**src/rtl/tis_defines.svh**
```systemverilog
// Register offsets, flag positions and reset values of the threshold and interrupt status block.
// Assumes it is included by bare name from the rtl/ directory.
`ifndef TIS_DEFINES_SVH
`define TIS_DEFINES_SVH

// ----------------------------------------------------------------------------
// Register offsets
// ----------------------------------------------------------------------------
`define TIS_REG_LOW_UPPER   8'h8A
`define TIS_REG_LOW_LOWER   8'h8B
`define TIS_REG_HIGH_UPPER  8'h8C
`define TIS_REG_HIGH_LOWER  8'h8D
`define TIS_REG_FLAGS       8'h8E

// ----------------------------------------------------------------------------
// Flag positions in the status register
// ----------------------------------------------------------------------------
`define TIS_FLAG_PROX       3
`define TIS_FLAG_ALS        2
`define TIS_FLAG_LOW        1
`define TIS_FLAG_HIGH       0
`define TIS_FLAG_W          4
`define TIS_FLAG_PAD        4'h0

// ----------------------------------------------------------------------------
// Reset values and bus constants
// ----------------------------------------------------------------------------
`define TIS_BYTE_RST        8'h00
`define TIS_FLAGS_RST       4'h0
`define TIS_RD_UNMAPPED     8'h00
`define TIS_BITS_PER_BYTE   4'h8
`define TIS_BITCNT_RST      4'h0
`define TIS_BITCNT_ONE      4'h1
`define TIS_I2C_ADDR_DEF    7'h13

`endif

```
**src/rtl/tis_pkg.sv**
```systemverilog
// Types shared by the threshold and interrupt status block.
// Assumes nothing of its surroundings.
package tis_pkg;

    typedef enum logic [3:0] {
        TIS_ST_IDLE,
        TIS_ST_ADDR,
        TIS_ST_ACK_ADDR,
        TIS_ST_PTR,
        TIS_ST_ACK_PTR,
        TIS_ST_WDATA,
        TIS_ST_ACK_W,
        TIS_ST_RDATA,
        TIS_ST_ACK_R
    } tis_state_e;

endpackage

```
**src/rtl/tis_flags.sv**
```systemverilog
// Threshold registers, threshold comparison and sticky interrupt flags.
// Assumes register writes and measurement events come from logic on clk.
`timescale 1ns/1ns
`default_nettype none
`include "tis_defines.svh"

module tis_flags (
    input  wire logic                  clk,
    input  wire logic                  rst_n,
    input  wire logic                  reg_wr,
    input  wire logic [7:0]            reg_addr,
    input  wire logic [7:0]            reg_wdata,
    output logic      [7:0]            reg_rdata,
    input  wire logic                  prox_done,
    input  wire logic [15:0]           prox_result,
    input  wire logic                  als_done,
    input  wire logic [15:0]           als_result,
    input  wire logic                  prox_irq_enable,
    input  wire logic                  als_irq_enable,
    input  wire logic                  limit_irq_enable,
    input  wire logic                  limit_source_select,
    output logic [`TIS_FLAG_W-1:0]     flags
);

    logic [15:0]             low_q;
    logic [15:0]             low_d;
    logic [15:0]             high_q;
    logic [15:0]             high_d;
    logic [`TIS_FLAG_W-1:0]  flags_q;
    logic [`TIS_FLAG_W-1:0]  flags_d;
    logic [`TIS_FLAG_W-1:0]  set_ev;
    logic [`TIS_FLAG_W-1:0]  clr_ev;
    logic                    sel_done;
    logic [15:0]             sel_val;

    function automatic logic hit(input logic wr, input logic [7:0] a, input logic [7:0] r);
        hit = wr && (a == r);
    endfunction

    // ------------------------------------------------------------------------
    // Next state
    // ------------------------------------------------------------------------
    always_comb begin
        low_d  = low_q;
        high_d = high_q;
        if (hit(reg_wr, reg_addr, `TIS_REG_LOW_UPPER)) begin
            low_d[15:8] = reg_wdata;
        end
        if (hit(reg_wr, reg_addr, `TIS_REG_LOW_LOWER)) begin
            low_d[7:0] = reg_wdata;
        end
        if (hit(reg_wr, reg_addr, `TIS_REG_HIGH_UPPER)) begin
            high_d[15:8] = reg_wdata;
        end
        if (hit(reg_wr, reg_addr, `TIS_REG_HIGH_LOWER)) begin
            high_d[7:0] = reg_wdata;
        end

        sel_done = limit_source_select ? als_done : prox_done;
        sel_val  = limit_source_select ? als_result : prox_result;

        set_ev                 = `TIS_FLAGS_RST;
        set_ev[`TIS_FLAG_PROX] = prox_done && prox_irq_enable;
        set_ev[`TIS_FLAG_ALS]  = als_done && als_irq_enable;
        set_ev[`TIS_FLAG_LOW]  = limit_irq_enable && sel_done && (sel_val < low_q);
        set_ev[`TIS_FLAG_HIGH] = limit_irq_enable && sel_done && (sel_val > high_q);

        clr_ev = `TIS_FLAGS_RST;
        if (hit(reg_wr, reg_addr, `TIS_REG_FLAGS)) begin
            clr_ev = reg_wdata[`TIS_FLAG_W-1:0];
        end
        flags_d = (flags_q & ~clr_ev) | set_ev;
    end

    // ------------------------------------------------------------------------
    // Read multiplexer
    // ------------------------------------------------------------------------
    always_comb begin
        unique case (reg_addr)
            `TIS_REG_LOW_UPPER:  reg_rdata = low_q[15:8];
            `TIS_REG_LOW_LOWER:  reg_rdata = low_q[7:0];
            `TIS_REG_HIGH_UPPER: reg_rdata = high_q[15:8];
            `TIS_REG_HIGH_LOWER: reg_rdata = high_q[7:0];
            `TIS_REG_FLAGS:      reg_rdata = {`TIS_FLAG_PAD, flags_q};
            default:             reg_rdata = `TIS_RD_UNMAPPED;
        endcase
    end

    always_ff @(posedge clk or negedge rst_n) begin
        if (!rst_n) begin
            low_q   <= {`TIS_BYTE_RST, `TIS_BYTE_RST};
            high_q  <= {`TIS_BYTE_RST, `TIS_BYTE_RST};
            flags_q <= `TIS_FLAGS_RST;
        end else begin
            low_q   <= low_d;
            high_q  <= high_d;
            flags_q <= flags_d;
        end
    end

    assign flags = flags_q;

endmodule // tis_flags

`default_nettype wire

```
**src/rtl/tis_top.sv**
```systemverilog
// Threshold comparison and interrupt status block with its I2C register slave.
// Assumes measurement events and enables come from logic on clk; scl and sda are pins.
`timescale 1ns/1ns
`default_nettype none
`include "tis_defines.svh"

module tis_top #(
    parameter logic [6:0] I2C_ADDR = `TIS_I2C_ADDR_DEF
) (
    input  wire logic          clk,
    input  wire logic          rst_n,
    input  wire logic          scl_i,
    input  wire logic          sda_i,
    output logic               sda_o,
    output logic               sda_oe,
    output logic               int_n,
    input  wire logic          prox_done,
    input  wire logic [15:0]   prox_result,
    input  wire logic          als_done,
    input  wire logic [15:0]   als_result,
    input  wire logic          prox_irq_enable,
    input  wire logic          als_irq_enable,
    input  wire logic          limit_irq_enable,
    input  wire logic          limit_source_select
);

    logic [2:0]               scl_sync_q;
    logic [2:0]               sda_sync_q;
    logic                     scl_rise;
    logic                     scl_fall;
    logic                     start_cond;
    logic                     stop_cond;

    tis_pkg::tis_state_e      state_q;
    tis_pkg::tis_state_e      state_d;
    logic [3:0]               cnt_q;
    logic [3:0]               cnt_d;
    logic [7:0]               shift_q;
    logic [7:0]               shift_d;
    logic [7:0]               tx_q;
    logic [7:0]               tx_d;
    logic [7:0]               ptr_q;
    logic [7:0]               ptr_d;
    logic                     oe_q;
    logic                     oe_d;
    logic                     acked_q;
    logic                     acked_d;
    logic                     wr_q;
    logic                     wr_d;
    logic [7:0]               wdata_q;
    logic [7:0]               wdata_d;
    logic                     int_n_q;
    logic                     int_n_d;
    logic [7:0]               rdata;
    logic [`TIS_FLAG_W-1:0]   flags;

    // ------------------------------------------------------------------------
    // Pin synchronisers and bus condition detection
    // ------------------------------------------------------------------------
    // Bit 0 is the metastability stage; bit 1 feeds bit 2, and bits 1 and 2 both feed the logic.
    always_ff @(posedge clk or negedge rst_n) begin
        if (!rst_n) begin
            scl_sync_q <= 3'h7;
            sda_sync_q <= 3'h7;
        end else begin
            scl_sync_q <= {scl_sync_q[1:0], scl_i};
            sda_sync_q <= {sda_sync_q[1:0], sda_i};
        end
    end

    assign scl_rise   = scl_sync_q[1] && !scl_sync_q[2];
    assign scl_fall   = !scl_sync_q[1] && scl_sync_q[2];
    assign start_cond = scl_sync_q[1] && scl_sync_q[2] && !sda_sync_q[1] && sda_sync_q[2];
    assign stop_cond  = scl_sync_q[1] && scl_sync_q[2] && sda_sync_q[1] && !sda_sync_q[2];

    // ------------------------------------------------------------------------
    // Register block
    // ------------------------------------------------------------------------
    tis_flags u_flags (
        .clk                 (clk),
        .rst_n               (rst_n),
        .reg_wr              (wr_q),
        .reg_addr            (ptr_q),
        .reg_wdata           (wdata_q),
        .reg_rdata           (rdata),
        .prox_done           (prox_done),
        .prox_result         (prox_result),
        .als_done            (als_done),
        .als_result          (als_result),
        .prox_irq_enable     (prox_irq_enable),
        .als_irq_enable      (als_irq_enable),
        .limit_irq_enable    (limit_irq_enable),
        .limit_source_select (limit_source_select),
        .flags               (flags)
    );

    // ------------------------------------------------------------------------
    // I2C slave next state
    // ------------------------------------------------------------------------
    always_comb begin
        state_d = state_q;
        cnt_d   = cnt_q;
        shift_d = shift_q;
        tx_d    = tx_q;
        ptr_d   = ptr_q;
        oe_d    = oe_q;
        acked_d = acked_q;
        wr_d    = 1'b0;
        wdata_d = wdata_q;
        // The write strobe lasts one cycle; the pointer steps only after it.
        if (wr_q) begin
            ptr_d = ptr_q + 8'h01;
        end
        if (start_cond) begin
            state_d = tis_pkg::TIS_ST_ADDR;
            cnt_d   = `TIS_BITCNT_RST;
            oe_d    = 1'b0;
        end else if (stop_cond) begin
            state_d = tis_pkg::TIS_ST_IDLE;
            oe_d    = 1'b0;
        end else begin
            unique case (state_q)
                tis_pkg::TIS_ST_IDLE: begin
                    oe_d = 1'b0;
                end
                tis_pkg::TIS_ST_ADDR, tis_pkg::TIS_ST_PTR, tis_pkg::TIS_ST_WDATA: begin
                    if (scl_rise && cnt_q != `TIS_BITS_PER_BYTE) begin
                        shift_d = {shift_q[6:0], sda_sync_q[1]};
                        cnt_d   = cnt_q + `TIS_BITCNT_ONE;
                    end else if (scl_fall && cnt_q == `TIS_BITS_PER_BYTE) begin
                        cnt_d = `TIS_BITCNT_RST;
                        oe_d  = 1'b1;
                        if (state_q == tis_pkg::TIS_ST_ADDR) begin
                            if (shift_q[7:1] == I2C_ADDR) begin
                                acked_d = shift_q[0];
                                state_d = tis_pkg::TIS_ST_ACK_ADDR;
                            end else begin
                                oe_d    = 1'b0;
                                state_d = tis_pkg::TIS_ST_IDLE;
                            end
                        end else if (state_q == tis_pkg::TIS_ST_PTR) begin
                            ptr_d   = shift_q;
                            state_d = tis_pkg::TIS_ST_ACK_PTR;
                        end else begin
                            wr_d    = 1'b1;
                            wdata_d = shift_q;
                            state_d = tis_pkg::TIS_ST_ACK_W;
                        end
                    end
                end
                tis_pkg::TIS_ST_ACK_ADDR: begin
                    if (scl_fall) begin
                        if (acked_q) begin
                            tx_d    = rdata;
                            oe_d    = !rdata[7];
                            cnt_d   = `TIS_BITCNT_ONE;
                            state_d = tis_pkg::TIS_ST_RDATA;
                        end else begin
                            oe_d    = 1'b0;
                            state_d = tis_pkg::TIS_ST_PTR;
                        end
                    end
                end
                tis_pkg::TIS_ST_ACK_PTR, tis_pkg::TIS_ST_ACK_W: begin
                    if (scl_fall) begin
                        oe_d    = 1'b0;
                        state_d = tis_pkg::TIS_ST_WDATA;
                    end
                end
                tis_pkg::TIS_ST_RDATA: begin
                    if (scl_fall) begin
                        if (cnt_q == `TIS_BITS_PER_BYTE) begin
                            oe_d    = 1'b0;
                            acked_d = 1'b0;
                            state_d = tis_pkg::TIS_ST_ACK_R;
                        end else begin
                            tx_d  = {tx_q[6:0], 1'b0};
                            oe_d  = !tx_q[6];
                            cnt_d = cnt_q + `TIS_BITCNT_ONE;
                        end
                    end
                end
                tis_pkg::TIS_ST_ACK_R: begin
                    if (scl_rise) begin
                        acked_d = !sda_sync_q[1];
                        if (!sda_sync_q[1]) begin
                            ptr_d = ptr_q + 8'h01;
                        end
                    end else if (scl_fall) begin
                        if (acked_q) begin
                            tx_d    = rdata;
                            oe_d    = !rdata[7];
                            cnt_d   = `TIS_BITCNT_ONE;
                            state_d = tis_pkg::TIS_ST_RDATA;
                        end else begin
                            state_d = tis_pkg::TIS_ST_IDLE;
                        end
                    end
                end
                default: begin
                    state_d = tis_pkg::TIS_ST_IDLE;
                    oe_d    = 1'b0;
                end
            endcase
        end
        int_n_d = !(|flags);
    end

    // ------------------------------------------------------------------------
    // I2C slave registers
    // ------------------------------------------------------------------------
    always_ff @(posedge clk or negedge rst_n) begin
        if (!rst_n) begin
            state_q <= tis_pkg::TIS_ST_IDLE;
            cnt_q   <= `TIS_BITCNT_RST;
            shift_q <= `TIS_BYTE_RST;
            tx_q    <= `TIS_BYTE_RST;
            ptr_q   <= `TIS_BYTE_RST;
            oe_q    <= 1'b0;
            acked_q <= 1'b0;
            wr_q    <= 1'b0;
            wdata_q <= `TIS_BYTE_RST;
            int_n_q <= 1'b1;
        end else begin
            state_q <= state_d;
            cnt_q   <= cnt_d;
            shift_q <= shift_d;
            tx_q    <= tx_d;
            ptr_q   <= ptr_d;
            oe_q    <= oe_d;
            acked_q <= acked_d;
            wr_q    <= wr_d;
            wdata_q <= wdata_d;
            int_n_q <= int_n_d;
        end
    end

    assign sda_o  = 1'b0;
    assign sda_oe = oe_q;
    assign int_n  = int_n_q;

endmodule // tis_top

`default_nettype wire

```
**config.mk**
```make
export PLATFORM = sky130hd
export DESIGN_NAME = tis_top
export DESIGN_NICKNAME = d
export VERILOG_FILES = /design/src/rtl/tis_pkg.sv /design/src/rtl/tis_flags.sv /design/src/rtl/tis_top.sv
export VERILOG_INCLUDE_DIRS = /design/src /design/src/rtl
export SDC_FILE = /design/constraint.sdc
export NUM_CORES = 1
export LEC_CHECK = 0
export BUFFER_PORTS_ARGS = -buffer_cell sky130_fd_sc_hd__buf_2
export CAP_MARGIN = 10
export CORE_ASPECT_RATIO = 0.9
export CORE_UTILIZATION = 55
export CTS_CLUSTER_SIZE = 10
export DETAILED_ROUTE_END_ITERATION = 10
export GPL_ROUTABILITY_DRIVEN = 0
export PLACE_DENSITY = 0.88
export SLEW_MARGIN = 0
export SYNTH_ARGS = -nofsm -noshare
export SYNTH_HDL_FRONTEND = slang
export SYNTH_SLANG_ARGS = --single-unit
```
**constraint.sdc**
```tcl
create_clock -name clk -period 2.2 [get_ports clk]
set_input_delay 0.11 -clock clk [delete_from_list [all_inputs] [get_ports clk]]
set_output_delay 0.11 -clock clk [all_outputs]
set_load 0.01 [all_outputs]
```
==> impl_metrics.tcl <==
set metrics [dict create \
    path_clk_slew_ps 90 \
    die_w_um 108 \
    synth.most_common_cell "dfrtp_1" \
    core_area_mm2 0.00974 \
    clock-sinks 85 \
    timing.hold.ws_ps 177 \
    synth_area_leader_cell "dfrtp_1" \
    fin_util_pct 66.1 \
    start_kind "register" \
    dieArea_mm2 0.0105 \
    worst_pin_slew_ps 679 \
    antenna_found_initial 0 \
    crit_arrival_ps 2380 \
    numCtsBuffers 9 \
    hpwl_mm 10.3 \
    setup_viol 0 \
    clock_latency_ps 370 \
    ir_drop_v 0.000368 \
    intPower_mw 2.75 \
    rows 34 \
    grt_pass1_vias 4860 \
    switching_share_pct 31.0 \
    combPwrFrac_pct 22.8 \
    die_h_um 97.3 \
    clock_power_share_pct 30.6 \
    setup_tns_ps 0 \
    synthArstFlopShare_pct 100 \
    drive_above_1_share_pct 28.5 \
    r2r_slack_ps 70 \
    grt_usage_pct 28.1 \
    vias 4740 \
    period_share_pct 96.8 \
    cts_root_buffer "clkbuf_8" \
    p_leak_nw 2.78 \
    rsz0062_at_grt "false" \
    syn_inst 563 \
    ios 45 \
    fin_crit_ps 2130 \
    drcViolationCount 0 \
    path_class "register to register" \
    cts_max_path_buffers 2 \
    routedWlPerCell_um 18.5 \
    numPortBuffers 43 \
    yosysTopAreaCellShare_pct 35.2 \
    grt_first_pass_wirelength_mm 23.1 \
    grt_max_degree 52 \
    avgViaCountPerCell 6.29 \
    synth.avg_cell_area_um2 9.86 \
    htreeDepth 3 \
    synth_edf_count 0 \
    slew_viol_final 0 \
    fin_skew_ps 11.0 \
    yosysSeqAreaShare_pct 38.5 \
    maxCapViolations 0 \
    cts_tree "done" \
    synthesis.nets 642 \
    antennaDiodeCount 0 \
    ys_seq_elements 85 \
    nNetsFinal 701 \
    overflow 0 \
    sequentialPowerShare_pct 46.6 \
    fmax_mhz 470 \
    p_total_mw 3.99 \
    drtIter0Drc 399 \
    cp-end-kind "register" \
    finalHoldViolations 0 \
    required_ps 2450 \
    synth.area.top_cells "dfrtp_1 (35%), mux2_2 (13%), ha_1 (8.3%)" \
    fillers 698 \
    ant_nets 0 \
    syn_area_mm2 0.00555 \
    wl_mm 13.9 \
    yosysWarnings 0 \
    fin_ws_ps 71.2 \
    powerDensity_mw_per_mm2 619 \
    dpl_worst_slack_ps -160 \
    path_max_fanout 3 \
    max_slew_margin_pct 54.8 \
    status "complete, no violations" \
    synth.distinct_cells 72 \
    switching_power_mw 1.23 \
    yosys-top-cells-count "dfrtp_1 (78), mux2_2 (65), nand2_1 (48), inv_1 (42), a21oi_1 (40)" \
    area.growth.synth_to_final_pct 16.0 \
    hold_path_class "input pin to register" \
    synthFlopType "dfrtp_1" \
    initial_core_util_pct 57.0 \
    drt_pass1_iterations 6 \
]
-- metrics by stage --
step                      cells  area (um^2)
after global routing        753         6440
after CTS                   752         6410
after floorplan             563         5700
after global placement      728         6100
final                       753         6440
after detailed placement    728         6100
-- per-layer routing --
layer / GRT usage [%] / part of all wire, %
met5: 0 / 0
met4: 10.4 / 2.7
met3: 6.24 / 7.7
met2: 46.2 / 48
met1: 36.2 / 42
-- final timing paths --
| path | from | endpoint | cells after the start |
|---|---|---|---|
| worst min-delay path | limit_irq_enable | u_flags.flags[1] | 5 |
| max in group asynchronous | rst_n | sda_sync_q[0] | 3 |
| worst max-delay path | u_flags.high_q[10] | u_flags.flags[0] | 6 |
| worst max register to register | u_flags.high_q[10] | u_flags.flags[0] | 6 |
| min in group asynchronous | rst_n | sda_oe | 2 |
| worst min register to register | scl_sync_q[0] | scl_sync_q[1] | 0 |
-- cells by family (layout without fill, tap and decap cells) --
kind of cell	count (synthesis)	after routing	synth area share, %
flip-flops	85	85	38.5
AO/OA/AOI/OAI	136	136	16.7
adder cells (fa/ha/maj)	37	37	8.34
XOR/XNOR	15	15	2.37
buffers and inverters	70	134	5.27
AND/OR/NAND/NOR	147	147	14.2
multiplexers	72	72	14.5
other	1	1	0.0676
-- registers in the layout, summed over array words and instances, names as in the netlist --
register	count
acked_q	1
cnt_q	4
int_n	1
ptr_q	8
scl_sync_q	3
sda_oe	1
sda_sync_q	3
shift_q	8
state_q	4
tx_q	7
u_flags.flags	4
u_flags.high_q	16
u_flags.low_q	16
wdata_q	8
wr_q	1
-- cells in the final DEF (no fill, tap or decap), types with 3 or more instances in the layout --
master / netlist / final
a21oi_1: 40 / 40
xor2_1: 9 / 9
o211ai_1: 4 / 4
dlygate4sd3_1: 0 / 7
o21ai_1: 5 / 6
dfrtp_1: 78 / 77
nand4_1: 9 / 9
mux2i_1: 6 / 6
nor3_1: 6 / 6
a211oi_1: 5 / 5
a22o_1: 3 / 3
o22a_1: 4 / 4
o21ai_0: 19 / 18
dfstp_2: 7 / 7
a31oi_1: 4 / 4
a22oi_1: 12 / 12
ha_1: 37 / 30
a21o_1: 5 / 5
and2_1: 4 / 4
o2111ai_1: 3 / 3
buf_2: 9 / 42
nor2b_1: 10 / 10
a311o_1: 3 / 3
inv_1: 42 / 42
nand3_1: 14 / 14
buf_4: 3 / 24
nand2_2: 0 / 3
buf_12: 0 / 3
nand2b_1: 5 / 5
a221oi_1: 7 / 7
clkbuf_8: 0 / 9
mux2_2: 65 / 57
ha_4: 0 / 6
mux2_4: 0 / 8
nand2_1: 48 / 45
nor2_1: 25 / 25
xnor2_1: 6 / 6
-- power by group through the flow --
stage	logic [mW]	clock network [mW]	registers, mW
6_report	0.908	1.22	1.86
5_1_grt	0.992	1.32	1.88
4_1_cts	0.877	1.24	1.85
3_5_place_dp	0.856	0	1.88
3_3_place_gp	0.819	0	1.88
2_1_floorplan	0.637	0	1.81
-- timing repair --
| item | 4_1_cts | 5_1_grt |
|---|---|---|
| endpoints found under the setup margin | 5 | 49 |
| hold buffers | 7 | 0 |
| pin swaps | 1 | 2 |
| resized for setup | 0 | 8 |
| hold endpoints to repair | 48 | 0 |
| buffers inserted | 1 | 1 |
-- cell type report --
class / count / area [um^2] / share of cell area (%)
Inverter: 42 / 158 / 2.45
Sequential cell: 85 / 2140 / 33.2
Timing Repair Buffer: 76 / 520 / 8.08
Clock buffer: 11 / 131 / 2.04
Clock inverter: 5 / 83.8 / 1.30
Tap cell: 126 / 158 / 2.45
Multi-Input combinational cell: 408 / 3250 / 50.5
-- worst max-delay path, stage by stage, from the launching register on --
cell and delay (ps):
dfrtp_1 380, inv_1 100, ha_4 280, nand2_2 50, or4_1 530, or4_1 410, a32o_1 260
Note: power is estimated with default switching activity, not from simulation.
